<file path="config.mk">
export PLATFORM = sky130hd
export DESIGN_NAME = output_divider_sync
export DESIGN_NICKNAME = d
export VERILOG_FILES = /design/src/inc/clock_sync_pkg.sv /design/src/rtl/output_divider_sync.sv
export SDC_FILE = /design/constraint.sdc
export NUM_CORES = 1
export LEC_CHECK = 0
export BUFFER_PORTS_ARGS = -buffer_cell sky130_fd_sc_hd__clkbuf_2
export CAP_MARGIN = 5
export CORE_ASPECT_RATIO = 2
export CORE_UTILIZATION = 25
export DETAILED_ROUTE_END_ITERATION = 6
export GPL_TIMING_DRIVEN = 0
export MAX_ROUTING_LAYER = met4
export SKIP_CTS_REPAIR_TIMING = 1
export SYNTH_ARGS = -nofsm -noshare
export SYNTH_HDL_FRONTEND = slang
export SYNTH_SLANG_ARGS = --single-unit
</file>
<file path="constraint.sdc">
create_clock -name aclk -period 1.76 [get_ports aclk]
set_input_delay 0.088 -clock aclk [delete_from_list [all_inputs] [get_ports aclk]]
set_output_delay 0.088 -clock aclk [all_outputs]
set_load 0.01 [all_outputs]
</file>
<file path="src/inc/clock_sync_pkg.sv">
// Operation
// - First-loop sync bit rising holds every divider sourced from the first loop in reset.
// - First-loop sync bit falling releases those dividers together, coarse phase cleared.
// - Second-loop sync bit rising holds every divider sourced from the second loop in reset.
// - Second-loop sync bit falling releases those dividers together, coarse phase cleared.
// - A five-bit field gives the coarse delay count for output seven.
// - Setting the coarse trigger bit applies the programmed delay to output seven; the code drops the trigger while the sync bit of output seven's loop holds it.
// - Each coarse step on output seven is one VCO period, 250 ps at 4 GHz.
// - Outputs two and three use a fine step of 16 ps instead.
package clock_sync_pkg;

	localparam int unsigned ADDR_W        = 12;
	localparam int unsigned NUM_OUTPUTS   = 8;
	localparam int unsigned COUNT_W       = 5;

	// Register indices; byte address is four times the index
	localparam logic [9:0]  IDX_TRIGGER   = 10'h09d;
	localparam logic [9:0]  IDX_COUNT     = 10'h0a5;
	localparam logic [9:0]  IDX_STEP      = 10'h0a6;
	localparam logic [9:0]  IDX_SOURCE_LO = 10'h0a8;
	localparam logic [9:0]  IDX_SOURCE_HI = 10'h0a9;

	// Field positions of the source and sync register and of the trigger register
	localparam int unsigned SRC_LO_POS    = 0;
	localparam int unsigned SYNC0_POS     = 4;
	localparam int unsigned SYNC1_POS     = 5;
	localparam int unsigned TRIGGER_POS   = 0;

	// Reset values
	localparam logic        SYNC_RESET    = 1'b0;
	localparam logic [3:0]  SRC_RESET     = 4'h0;
	localparam logic [4:0]  COUNT_RESET   = 5'h00;

	// Step sizes in picoseconds
	localparam int unsigned VCO_FREQ_MHZ  = 4000;
	localparam int unsigned VCO_STEP_PS   = 1000000 / VCO_FREQ_MHZ;
	localparam int unsigned FINE_STEP_PS  = 16;
	localparam logic [31:0] STEP_WORD     = {16'h0000, 8'(FINE_STEP_PS), 8'(VCO_STEP_PS)};

	localparam logic [1:0]  RESP_OKAY     = 2'h0;
	localparam logic [1:0]  RESP_SLVERR   = 2'h2;

	typedef struct packed {
		logic [7:0] div_reset;
		logic [7:0] phase_clear;
		logic       output_seven_hold;
	} divider_ctrl_type;

endpackage

</file>
<file path="src/rtl/output_divider_sync.sv">
`timescale 1ns/1ps
module output_divider_sync
(
	input  wire logic                              aclk,
	input  wire logic                              aresetn,
	input  wire logic [clock_sync_pkg::ADDR_W-1:0] s_axi_awaddr,
	input  wire logic                              s_axi_awvalid,
	output      logic                              s_axi_awready,
	input  wire logic [31:0]                       s_axi_wdata,
	input  wire logic [3:0]                        s_axi_wstrb,
	input  wire logic                              s_axi_wvalid,
	output      logic                              s_axi_wready,
	output      logic [1:0]                        s_axi_bresp,
	output      logic                              s_axi_bvalid,
	input  wire logic                              s_axi_bready,
	input  wire logic [clock_sync_pkg::ADDR_W-1:0] s_axi_araddr,
	input  wire logic                              s_axi_arvalid,
	output      logic                              s_axi_arready,
	output      logic [31:0]                       s_axi_rdata,
	output      logic [1:0]                        s_axi_rresp,
	output      logic                              s_axi_rvalid,
	input  wire logic                              s_axi_rready,
	output      clock_sync_pkg::divider_ctrl_type  divider_ctrl
);

	// ==========================================================
	// Bus write path
	logic       aw_got_ff;
	logic [9:0] aw_idx_ff;
	logic       w_got_ff;
	logic [7:0] wdata_ff;
	logic       wlane_ff;
	logic       bvalid_ff;
	logic [1:0] bresp_ff;

	wire aw_take  = s_axi_awvalid && s_axi_awready;
	wire w_take   = s_axi_wvalid && s_axi_wready;
	wire do_write = aw_got_ff && w_got_ff && !bvalid_ff;
	wire wr_en    = do_write && wlane_ff;

	wire hit_trig   = aw_idx_ff == clock_sync_pkg::IDX_TRIGGER;
	wire hit_count  = aw_idx_ff == clock_sync_pkg::IDX_COUNT;
	wire hit_step   = aw_idx_ff == clock_sync_pkg::IDX_STEP;
	wire hit_src_lo = aw_idx_ff == clock_sync_pkg::IDX_SOURCE_LO;
	wire hit_src_hi = aw_idx_ff == clock_sync_pkg::IDX_SOURCE_HI;
	wire wr_mapped  = hit_trig || hit_count || hit_step || hit_src_lo || hit_src_hi;

	assign s_axi_awready = !aw_got_ff && !bvalid_ff;
	assign s_axi_wready  = !w_got_ff && !bvalid_ff;
	assign s_axi_bvalid  = bvalid_ff;
	assign s_axi_bresp   = bresp_ff;

	always_ff @(posedge aclk)
	begin
		if (!aresetn)
		begin
			aw_got_ff <= 1'b0;
			aw_idx_ff <= 10'h000;
			w_got_ff  <= 1'b0;
			wdata_ff  <= 8'h00;
			wlane_ff  <= 1'b0;
			bvalid_ff <= 1'b0;
			bresp_ff  <= clock_sync_pkg::RESP_OKAY;
		end
		else
		begin
			if (aw_take)
			begin
				aw_got_ff <= 1'b1;
				aw_idx_ff <= s_axi_awaddr[11:2];
			end
			if (w_take)
			begin
				w_got_ff <= 1'b1;
				wdata_ff <= s_axi_wdata[7:0];
				wlane_ff <= s_axi_wstrb[0];
			end
			if (do_write)
			begin
				aw_got_ff <= 1'b0;
				w_got_ff  <= 1'b0;
				bvalid_ff <= 1'b1;
				bresp_ff  <= wr_mapped ? clock_sync_pkg::RESP_OKAY : clock_sync_pkg::RESP_SLVERR;
			end
			else if (bvalid_ff && s_axi_bready)
				bvalid_ff <= 1'b0;
		end
	end

	// ==========================================================
	// Source select and sync control
	logic       sync0_ff;
	logic       sync1_ff;
	logic [3:0] src_lo_ff;
	logic [3:0] src_hi_ff;
	logic [4:0] count_ff;

	wire       wr_src_lo = wr_en && hit_src_lo;
	wire       nxt_sync0 = wr_src_lo ? wdata_ff[clock_sync_pkg::SYNC0_POS] : sync0_ff;
	wire       nxt_sync1 = wr_src_lo ? wdata_ff[clock_sync_pkg::SYNC1_POS] : sync1_ff;
	wire [3:0] nxt_src_lo = wr_src_lo ? wdata_ff[3:0] : src_lo_ff;
	wire [3:0] nxt_src_hi = (wr_en && hit_src_hi) ? wdata_ff[3:0] : src_hi_ff;
	wire [7:0] src_all     = {src_hi_ff, src_lo_ff};
	wire [7:0] nxt_src_all = {nxt_src_hi, nxt_src_lo};
	wire  [7:0] nxt_held;

	// Each output follows the sync bit of the loop that feeds it
	generate
		for (genvar i = 0; i < clock_sync_pkg::NUM_OUTPUTS; i++)
		begin : g_out
			assign nxt_held[i] = nxt_src_all[i] ? nxt_sync1 : nxt_sync0;
		end
	endgenerate

	always_ff @(posedge aclk)
	begin
		if (!aresetn)
		begin
			sync0_ff  <= clock_sync_pkg::SYNC_RESET;
			sync1_ff  <= clock_sync_pkg::SYNC_RESET;
			src_lo_ff <= clock_sync_pkg::SRC_RESET;
			src_hi_ff <= clock_sync_pkg::SRC_RESET;
			count_ff  <= clock_sync_pkg::COUNT_RESET;
		end
		else
		begin
			sync0_ff  <= nxt_sync0;
			sync1_ff  <= nxt_sync1;
			src_lo_ff <= nxt_src_lo;
			src_hi_ff <= nxt_src_hi;
			if (wr_en && hit_count)
				count_ff <= wdata_ff[4:0];
		end
	end

	// ==========================================================
	// Coarse delay on output seven, one clock period per step
	logic       trig_pend_ff;
	logic [4:0] pend_count_ff;
	logic [4:0] stall_cnt_ff;

	wire trig_write = wr_en && hit_trig && wdata_ff[clock_sync_pkg::TRIGGER_POS];
	wire output_seven_kill  = nxt_held[7];
	wire start      = trig_pend_ff && (stall_cnt_ff == 5'h00) && !output_seven_kill;
	wire busy       = trig_pend_ff || (stall_cnt_ff != 5'h00);
	logic [4:0] nxt_stall;

	always_comb
	begin
		nxt_stall = stall_cnt_ff;
		if (output_seven_kill)
			nxt_stall = 5'h00;
		else if (start)
			nxt_stall = pend_count_ff;
		else if (stall_cnt_ff != 5'h00)
			nxt_stall = 5'(stall_cnt_ff - 5'h01);
	end

	always_ff @(posedge aclk)
	begin
		if (!aresetn)
		begin
			trig_pend_ff  <= 1'b0;
			pend_count_ff <= clock_sync_pkg::COUNT_RESET;
			stall_cnt_ff  <= 5'h00;
			divider_ctrl  <= '0;
		end
		else
		begin
			// A new trigger wins over the clear of the pending one
			if (trig_write)
			begin
				trig_pend_ff  <= 1'b1;
				pend_count_ff <= count_ff;
			end
			else if (start || output_seven_kill)
				trig_pend_ff <= 1'b0;
			stall_cnt_ff              <= nxt_stall;
			divider_ctrl.div_reset    <= nxt_held;
			divider_ctrl.phase_clear  <= divider_ctrl.div_reset & ~nxt_held;
			divider_ctrl.output_seven_hold    <= nxt_stall != 5'h00;
		end
	end

	// ==========================================================
	// Bus read path
	logic        rvalid_ff;
	logic [31:0] rdata_ff;
	logic [1:0]  rresp_ff;

	wire [9:0] ar_idx  = s_axi_araddr[11:2];
	wire       ar_take = s_axi_arvalid && s_axi_arready;
	logic [31:0] rd_word;
	logic        rd_hit;

	always_comb
	begin
		rd_hit  = 1'b1;
		rd_word = 32'h0000_0000;
		case (ar_idx)
			clock_sync_pkg::IDX_TRIGGER:   rd_word = {31'h0, busy};
			clock_sync_pkg::IDX_COUNT:     rd_word = {27'h0, count_ff};
			clock_sync_pkg::IDX_STEP:      rd_word = clock_sync_pkg::STEP_WORD;
			clock_sync_pkg::IDX_SOURCE_LO: rd_word = {26'h0, sync1_ff, sync0_ff, src_lo_ff};
			clock_sync_pkg::IDX_SOURCE_HI: rd_word = {28'h0, src_hi_ff};
			default:                       rd_hit  = 1'b0;
		endcase
	end

	assign s_axi_arready = !rvalid_ff;
	assign s_axi_rvalid  = rvalid_ff;
	assign s_axi_rdata   = rdata_ff;
	assign s_axi_rresp   = rresp_ff;

	always_ff @(posedge aclk)
	begin
		if (!aresetn)
		begin
			rvalid_ff <= 1'b0;
			rdata_ff  <= 32'h0000_0000;
			rresp_ff  <= clock_sync_pkg::RESP_OKAY;
		end
		else if (ar_take)
		begin
			rvalid_ff <= 1'b1;
			rdata_ff  <= rd_word;
			rresp_ff  <= rd_hit ? clock_sync_pkg::RESP_OKAY : clock_sync_pkg::RESP_SLVERR;
		end
		else if (rvalid_ff && s_axi_rready)
			rvalid_ff <= 1'b0;
	end

	// ==========================================================
	// Assertions
	a_first_loop_hold: assert property (@(posedge aclk) disable iff (!aresetn)
		$rose(sync0_ff) |-> ((divider_ctrl.div_reset | src_all) == 8'hff))
		else $error("first loop dividers not held");

	a_first_loop_release: assert property (@(posedge aclk) disable iff (!aresetn)
		($fell(sync0_ff) && $stable(src_all)) |-> ((divider_ctrl.div_reset & ~src_all) == 8'h00)
		&& ((divider_ctrl.phase_clear | src_all) == 8'hff))
		else $error("first loop dividers not released together");

	a_second_loop_hold: assert property (@(posedge aclk) disable iff (!aresetn)
		$rose(sync1_ff) |-> ((divider_ctrl.div_reset | ~src_all) == 8'hff))
		else $error("second loop dividers not held");

	a_second_loop_release: assert property (@(posedge aclk) disable iff (!aresetn)
		($fell(sync1_ff) && $stable(src_all)) |-> ((divider_ctrl.div_reset & src_all) == 8'h00)
		&& ((divider_ctrl.phase_clear | ~src_all) == 8'hff))
		else $error("second loop dividers not released together");

	a_count_write: assert property (@(posedge aclk) disable iff (!aresetn)
		(wr_en && hit_count) |=> (count_ff == $past(wdata_ff[4:0])))
		else $error("delay count not stored");

	a_trigger_start: assert property (@(posedge aclk) disable iff (!aresetn)
		(start && pend_count_ff != 5'h00) |=> (stall_cnt_ff == $past(pend_count_ff)) && divider_ctrl.output_seven_hold)
		else $error("coarse delay not applied");

	a_vco_step: assert property (@(posedge aclk) disable iff (!aresetn)
		(stall_cnt_ff == 5'h02 && !output_seven_kill && !start) |=> (stall_cnt_ff == 5'h01) ##1 !divider_ctrl.output_seven_hold)
		else $error("coarse step not one period");

	a_fine_step: assert property (@(posedge aclk) disable iff (!aresetn)
		(ar_take && ar_idx == clock_sync_pkg::IDX_STEP) |=> (s_axi_rdata[15:8] == 8'h10))
		else $error("fine step size wrong");

	a_sync_reset: assert property (@(posedge aclk)
		!aresetn |=> (!sync0_ff && !sync1_ff && divider_ctrl.div_reset == 8'h00))
		else $error("sync bits not cleared by reset");

	a_one_adjust: assert property (@(posedge aclk) disable iff (!aresetn)
		trig_write |=> (trig_pend_ff && pend_count_ff == $past(count_ff)))
		else $error("trigger lost or count not sampled");

endmodule

</file>
======== Word-level counts from Yosys, hierarchy flattened ========
Cells that the tools add are included.
storage, ports and cells
  flip-flop bits (word level) ............. 100
  input bits .............................. 67
  output and inout port bits .............. 58
  word-level logic and storage cells ...... 96
operators by class
  add/subtract/negate cells ............... 1
  equal/unequal tests ..................... 10
  multiplexer cells ....................... 25
  bitwise logic cells ..................... 3
  reduce and logical (&&, ||, !) cells .... 36
operators with widths
  operator                                                                 number
  10-bit by 8-bit equality test with 1-bit output (second input constant)  10
  13-bit one-hot mux with 5 select lines                                   1
  1-bit logical AND                                                        17
  1-bit 2-to-1 mux                                                         17
  5-bit 2-to-1 mux                                                         3
  5-bit nonzero test                                                       2
  8-bit AND                                                                1
  4-bit 2-to-1 mux                                                         2
  8-bit NOT                                                                1
  1-bit logical OR                                                         6
  2-bit nonzero test                                                       3
  1-bit zero test                                                          5
  5-bit zero test                                                          1
  5-bit OR reduction                                                       1
  5-bit by 1-bit subtractor with 5-bit output (second input constant)      1
  2-bit 2-to-1 mux                                                         2
  2-bit OR reduction                                                       1
  1-bit NOT                                                                1

======== Longest topological paths before layout ========
  word-level depth ........................ 11
  depth in mapped cells ................... 8
  gate-level depth less buffers ........... 7

======== Worst setup path after synthesis ========
OpenSTA, ideal clock, no wires.
  kind .................................... reg-to-reg
  from .................................... register aw_idx_ff[9]
  to ...................................... register divider_ctrl[16] (netlist name)
  setup time .............................. 0.116 ns
  data arrival time ....................... 1.711 ns
  data required time ...................... 1.644 ns
  path slack .............................. -0.067 ns
  stages on the path, launching flop included .. 6
  path buffers ............................ 0
  period minus slack after synthesis ...... 1.827 ns
  path through ............................ dfxtp_1 nor4b_4 nand4_4 mux2i_4 mux2i_4 and2_2
between the ends
  word-level cells in the longest chain between the ends .. 4
  elaborated cells on any way between the ends .. 8
ends and longest elaborated chain
  item                                                                RTL line                                               source
  start, declared                                                     output_divider_sync.sv:29                              logic [9:0] aw_idx_ff;
  start signal, assigned                                              output_divider_sync.sv:70                              aw_idx_ff <= s_axi_awaddr[11:2];
  10-bit by 8-bit equality test with 1-bit output (on tied branches)  output_divider_sync.sv:44, output_divider_sync.sv:45
  1-bit logical AND (on tied branches)                                output_divider_sync.sv:98, output_divider_sync.sv:102
  1-bit 2-to-1 mux (tied with other cells)                            output_divider_sync.sv:99                              wire nxt_sync0 = wr_src_lo ? wdata_ff[clock_sync_pkg::SYNC0_POS] : sync0_ff;
  1-bit 2-to-1 mux *                                                  output_divider_sync.sv:111                             assign nxt_held[i] = nxt_src_all[i] ? nxt_sync1 : nxt_sync0;
  end, declared                                                       output_divider_sync.sv:23                              output clock_sync_pkg::divider_ctrl_type divider_ctrl
Every way passes the cells marked *; elsewhere a longest branch is shown, timed or not.
A chain may end at the register's enable or synchronous reset.

======== Worst setup path in the final report ========
  from .................................... register aw_idx_ff[9]
  to ...................................... register divider_ctrl[0] (netlist name)
between the ends
  word-level cells in the longest chain between the ends .. 9
  elaborated cells on any way between the ends .. 13
ends and longest elaborated chain
  item                                                                RTL line                                               source
  10-bit by 8-bit equality test with 1-bit output (on tied branches)  output_divider_sync.sv:44, output_divider_sync.sv:45
  1-bit logical AND (on tied branches)                                output_divider_sync.sv:98, output_divider_sync.sv:102
  1-bit 2-to-1 mux (tied with other cells)                            output_divider_sync.sv:99
  1-bit 2-to-1 mux *                                                  output_divider_sync.sv:111
  1-bit zero test                                                     output_divider_sync.sv:144                             wire start = trig_pend_ff && (stall_cnt_ff == 5'h00) && !output_seven_kill;
  1-bit logical AND                                                   output_divider_sync.sv:144
  5-bit 2-to-1 mux                                                    output_divider_sync.sv:153                             else if (start)
  5-bit 2-to-1 mux *                                                  output_divider_sync.sv:151                             if (output_seven_kill)
  5-bit nonzero test *                                                output_divider_sync.sv:181                             divider_ctrl.output_seven_hold <= nxt_stall != 5'h00;
Marks and branches as above.

==> results_dict.tcl <==
set metrics [dict create \
    status "finished, violations left" \
    failed_checks "hold timing, setup timing" \
    fin_ws_ns -0.144 \
    grt_use_total_pct 12.4 \
    yosysUniqueCellTypes 47 \
    slowest_delay_ns 0.33 \
    dr_wl_met3_um 324 \
    worst_pin_slew_ns 0.619 \
    finClkSkew_ns 0.00600 \
    clk_pin_slew_ns 0.06 \
    synth_edf_count 0 \
    first_iter_violations 120 \
    hold_violations 6 \
    postSynthCellCount 359 \
    yosys.area_share.simple_pct 22.6 \
    synthTopCellsByCount "dfxtp_1, nor2_1, nand2_1" \
    worstPathRequired_ns 1.95 \
    irDropWorstVdd_mv 0.462 \
    design_area_um2 4570 \
    drive_gt1_share_pct 32.6 \
    synth_top_area_share_pct 43.9 \
    synth-xor-area-share_pct 0.526 \
    slew_viol_final 0 \
    startpoint_type "register" \
    ios 125 \
    clk_latency_ns 0.33 \
    arrival_ns 2.09 \
    place_area_um2 3940 \
    path_max_fanout 9 \
    nets 542 \
    dp_worst_setup_slack_ns -0.321 \
    synth_top_family_by_area "simple AND/OR/NAND/NOR gates" \
    cts_buffer_depth 2 \
    drt-total-wl_um 8780 \
    synth.largest_area_cell "dfxtp_1" \
    holdCritPathClass "in -> reg" \
    detail_route.wl_per_cell_um 13.9 \
    rsz0062_at_grt "true" \
    period_needed_ns 1.90 \
    hold_ws_ns -0.0312 \
    worst-path-buf-inv 3 \
    power_density_nw_per_um2 1010 \
    dieHeight_um 165 \
    worstPathCellList "nor4b_4, buf_4, nand4_4, mux2i_4, buf_12, mux2i_4, buf_12, a211oi_2" \
    diodes 0 \
    initial_core_util_pct 25.6 \
    cts_tree "yes" \
    via_per_inst 4.51 \
    ys_seq_area_share_pct 43.9 \
    seq_area_um2 1470 \
    cp-end-kind "register" \
    async_reset_ff_share_pct 0 \
    wl_met1_um 2920 \
    vias 2844 \
    multi_input_area_um2 1800 \
    htreeDepth 3 \
    crit_slowest_cell "dfxtp_2" \
    die_w_um 83.6 \
    setup_viol 24 \
    power.leakage_nw 1.96 \
    grt_first_pass_wirelength_um 12600 \
    max_freq_mhz 525 \
    highest_layer "met4" \
    synth_compound_area_share_pct 10.6 \
    synth-main-ff-cell "dfxtp_1" \
    cts_sinks 73 \
    final_core_util_pct 35.1 \
    syn_to_final_growth_pct 37.2 \
    cts_buffers 9 \
    synth.most_common_cell "dfxtp_1" \
    synthAdderAreaFrac_pct 0.752 \
    hp-start "s_axi_awaddr[11]" \
    antenna_found_initial 0 \
    cap_violations 0 \
    drc 0 \
    avgSynthCellArea_um2 9.27 \
    port_buffers 65 \
    wl_met2_um 5180 \
    r2r-start "aw_idx_ff[9]$_SDFFE_PN0P_" \
    hpwlAfterDp_um 6790 \
    ant_nets 0 \
    synthMuxAreaShare_pct 13.0 \
    globalRouteOverflowTotal 0 \
    yosys-top-cells-area "dfxtp_1, mux2i_1, buf_4, nor2_1, nand2_1" \
    place.gp.congestion 0.904 \
    grt_max_degree 14 \
    max-slew-margin-rel_pct 58.7 \
    netlist_area_um2 3330 \
    crit_start "aw_idx_ff[9]$_SDFFE_PN0P_" \
    yosys_register_bits 73 \
    cts-root-buf "clkbuf_16" \
    synth_warnings 0 \
    firstDrtPassIters 4 \
    grt_pass1_vias 2622 \
    critPathKind "reg -> reg" \
    die_area_um2 13800 \
    period_share_pct 108 \
    cp_top_family "buffers and inverters" \
    fillers 1347 \
    core-area_um2 13000 \
    num_rows 59 \
]
## state kept, by name, summed over array words and instances, names as in the netlist
| signal | cells |
|---|---|
| count_ff | 5 |
| s_axi_rdata | 7 |
| trig_pend_ff | 1 |
| s_axi_bvalid | 1 |
| s_axi_rresp | 1 |
| s_axi_rvalid | 1 |
| wlane_ff | 1 |
| src_lo_ff | 4 |
| wdata_ff | 6 |
| aw_got_ff | 1 |
| w_got_ff | 1 |
| sync0_ff | 1 |
| aw_idx_ff | 10 |
| src_hi_ff | 4 |
| stall_cnt_ff | 5 |
| s_axi_bresp | 1 |
| divider_ctrl | 17 |
| pend_count_ff | 5 |
| sync1_ff | 1 |
## power by group
part	internal (mW)	switching [mW]
Sequential	1.74	0.101
Combinational	0.358	0.414
Clock	1.28	0.702
Total	3.38	1.22
## layer usage
| layer | vias up | track usage [%] |
|---|---|---|
| met5 | - | - |
| met4 | 0 | 10.2 |
| met3 | 21 | 1.74 |
| met2 | 81 | 24.5 |
| met1 | 1317 | 9.66 |
| li1 | 1425 | - |
## cells by family after synthesis
| group | after synthesis |
|---|---|
| other cells | 1 |
| mux | 38 |
| fa+ha+maj | 2 |
| simple gates | 141 |
| buf+inv | 48 |
| xor+xnor | 2 |
| flops | 73 |
| compound gates | 54 |
## cells in the final DEF (no fill, tap or decap), drive strengths merged, types with 3 or more instances in the layout
cell,n
nor3b,3
clkbuf,89
buf,38
o21ai,8
inv,6
a21oi,19
dfxtp,73
o22ai,4
nor4b,3
a211oi,3
a31oi,4
and2,12
a22oi,3
and3b,3
nand3,5
nor2,45
nand4,3
mux2i,36
nor2b,4
a22o,4
nand2,40
dlygate4sd3,4
nor3,9
conb,25
nand2b,3
nand3b,5
clkinvlp,3
## final timing paths
kind	cells after the start	slack [ns]	endpoint
setup / recovery	8	-0.14	divider_ctrl[0]$_SDFF_PN0_
hold / removal	3	-0.03	aw_idx_ff[9]$_SDFFE_PN0P_
setup reg to reg	8	-0.14	divider_ctrl[0]$_SDFF_PN0_
hold reg to reg	2	0.43	divider_ctrl[7]$_SDFF_PN0_
## cell type report
| cell class | count | share of cell area (%) |
|---|---|---|
| repair buffers | 79 | 10.8 |
| multi-input cells | 262 | 39.4 |
| flip-flops and latches | 73 | 32.1 |
| well taps | 152 | 4.17 |
| clock inverters | 6 | 2.00 |
| plain buffers | 42 | 5.84 |
| inverters | 6 | 0.493 |
| clock buffers | 10 | 5.23 |
## per-stage QoR
| stage | cells | total power [mW] | setup TNS, ns | hold WS, ns |
|---|---|---|---|---|
| after floorplan | 383 | 2.40 | -0.0970 | 0.187 |
| final | 630 | 4.60 | -2.02 | -0.0312 |
| after global routing | 630 | 4.79 | -4.69 | 0.00487 |
| after CTS | 616 | 4.59 | -8.14 | -0.0653 |
| after global placement | 600 | 2.58 | -6.01 | 0.280 |
| after detailed placement | 600 | 2.61 | -7.83 | 0.285 |
## worst reg2reg max path, delay by kind of cell, from the launching register on
kind | cells | cell delay [ns]
buf+inv | 3 | 0.50
compound gates | 1 | 0.05
simple gates | 2 | 0.47
flops | 1 | 0.33
mux | 2 | 0.43
Power figures use the tool's default switching activity.
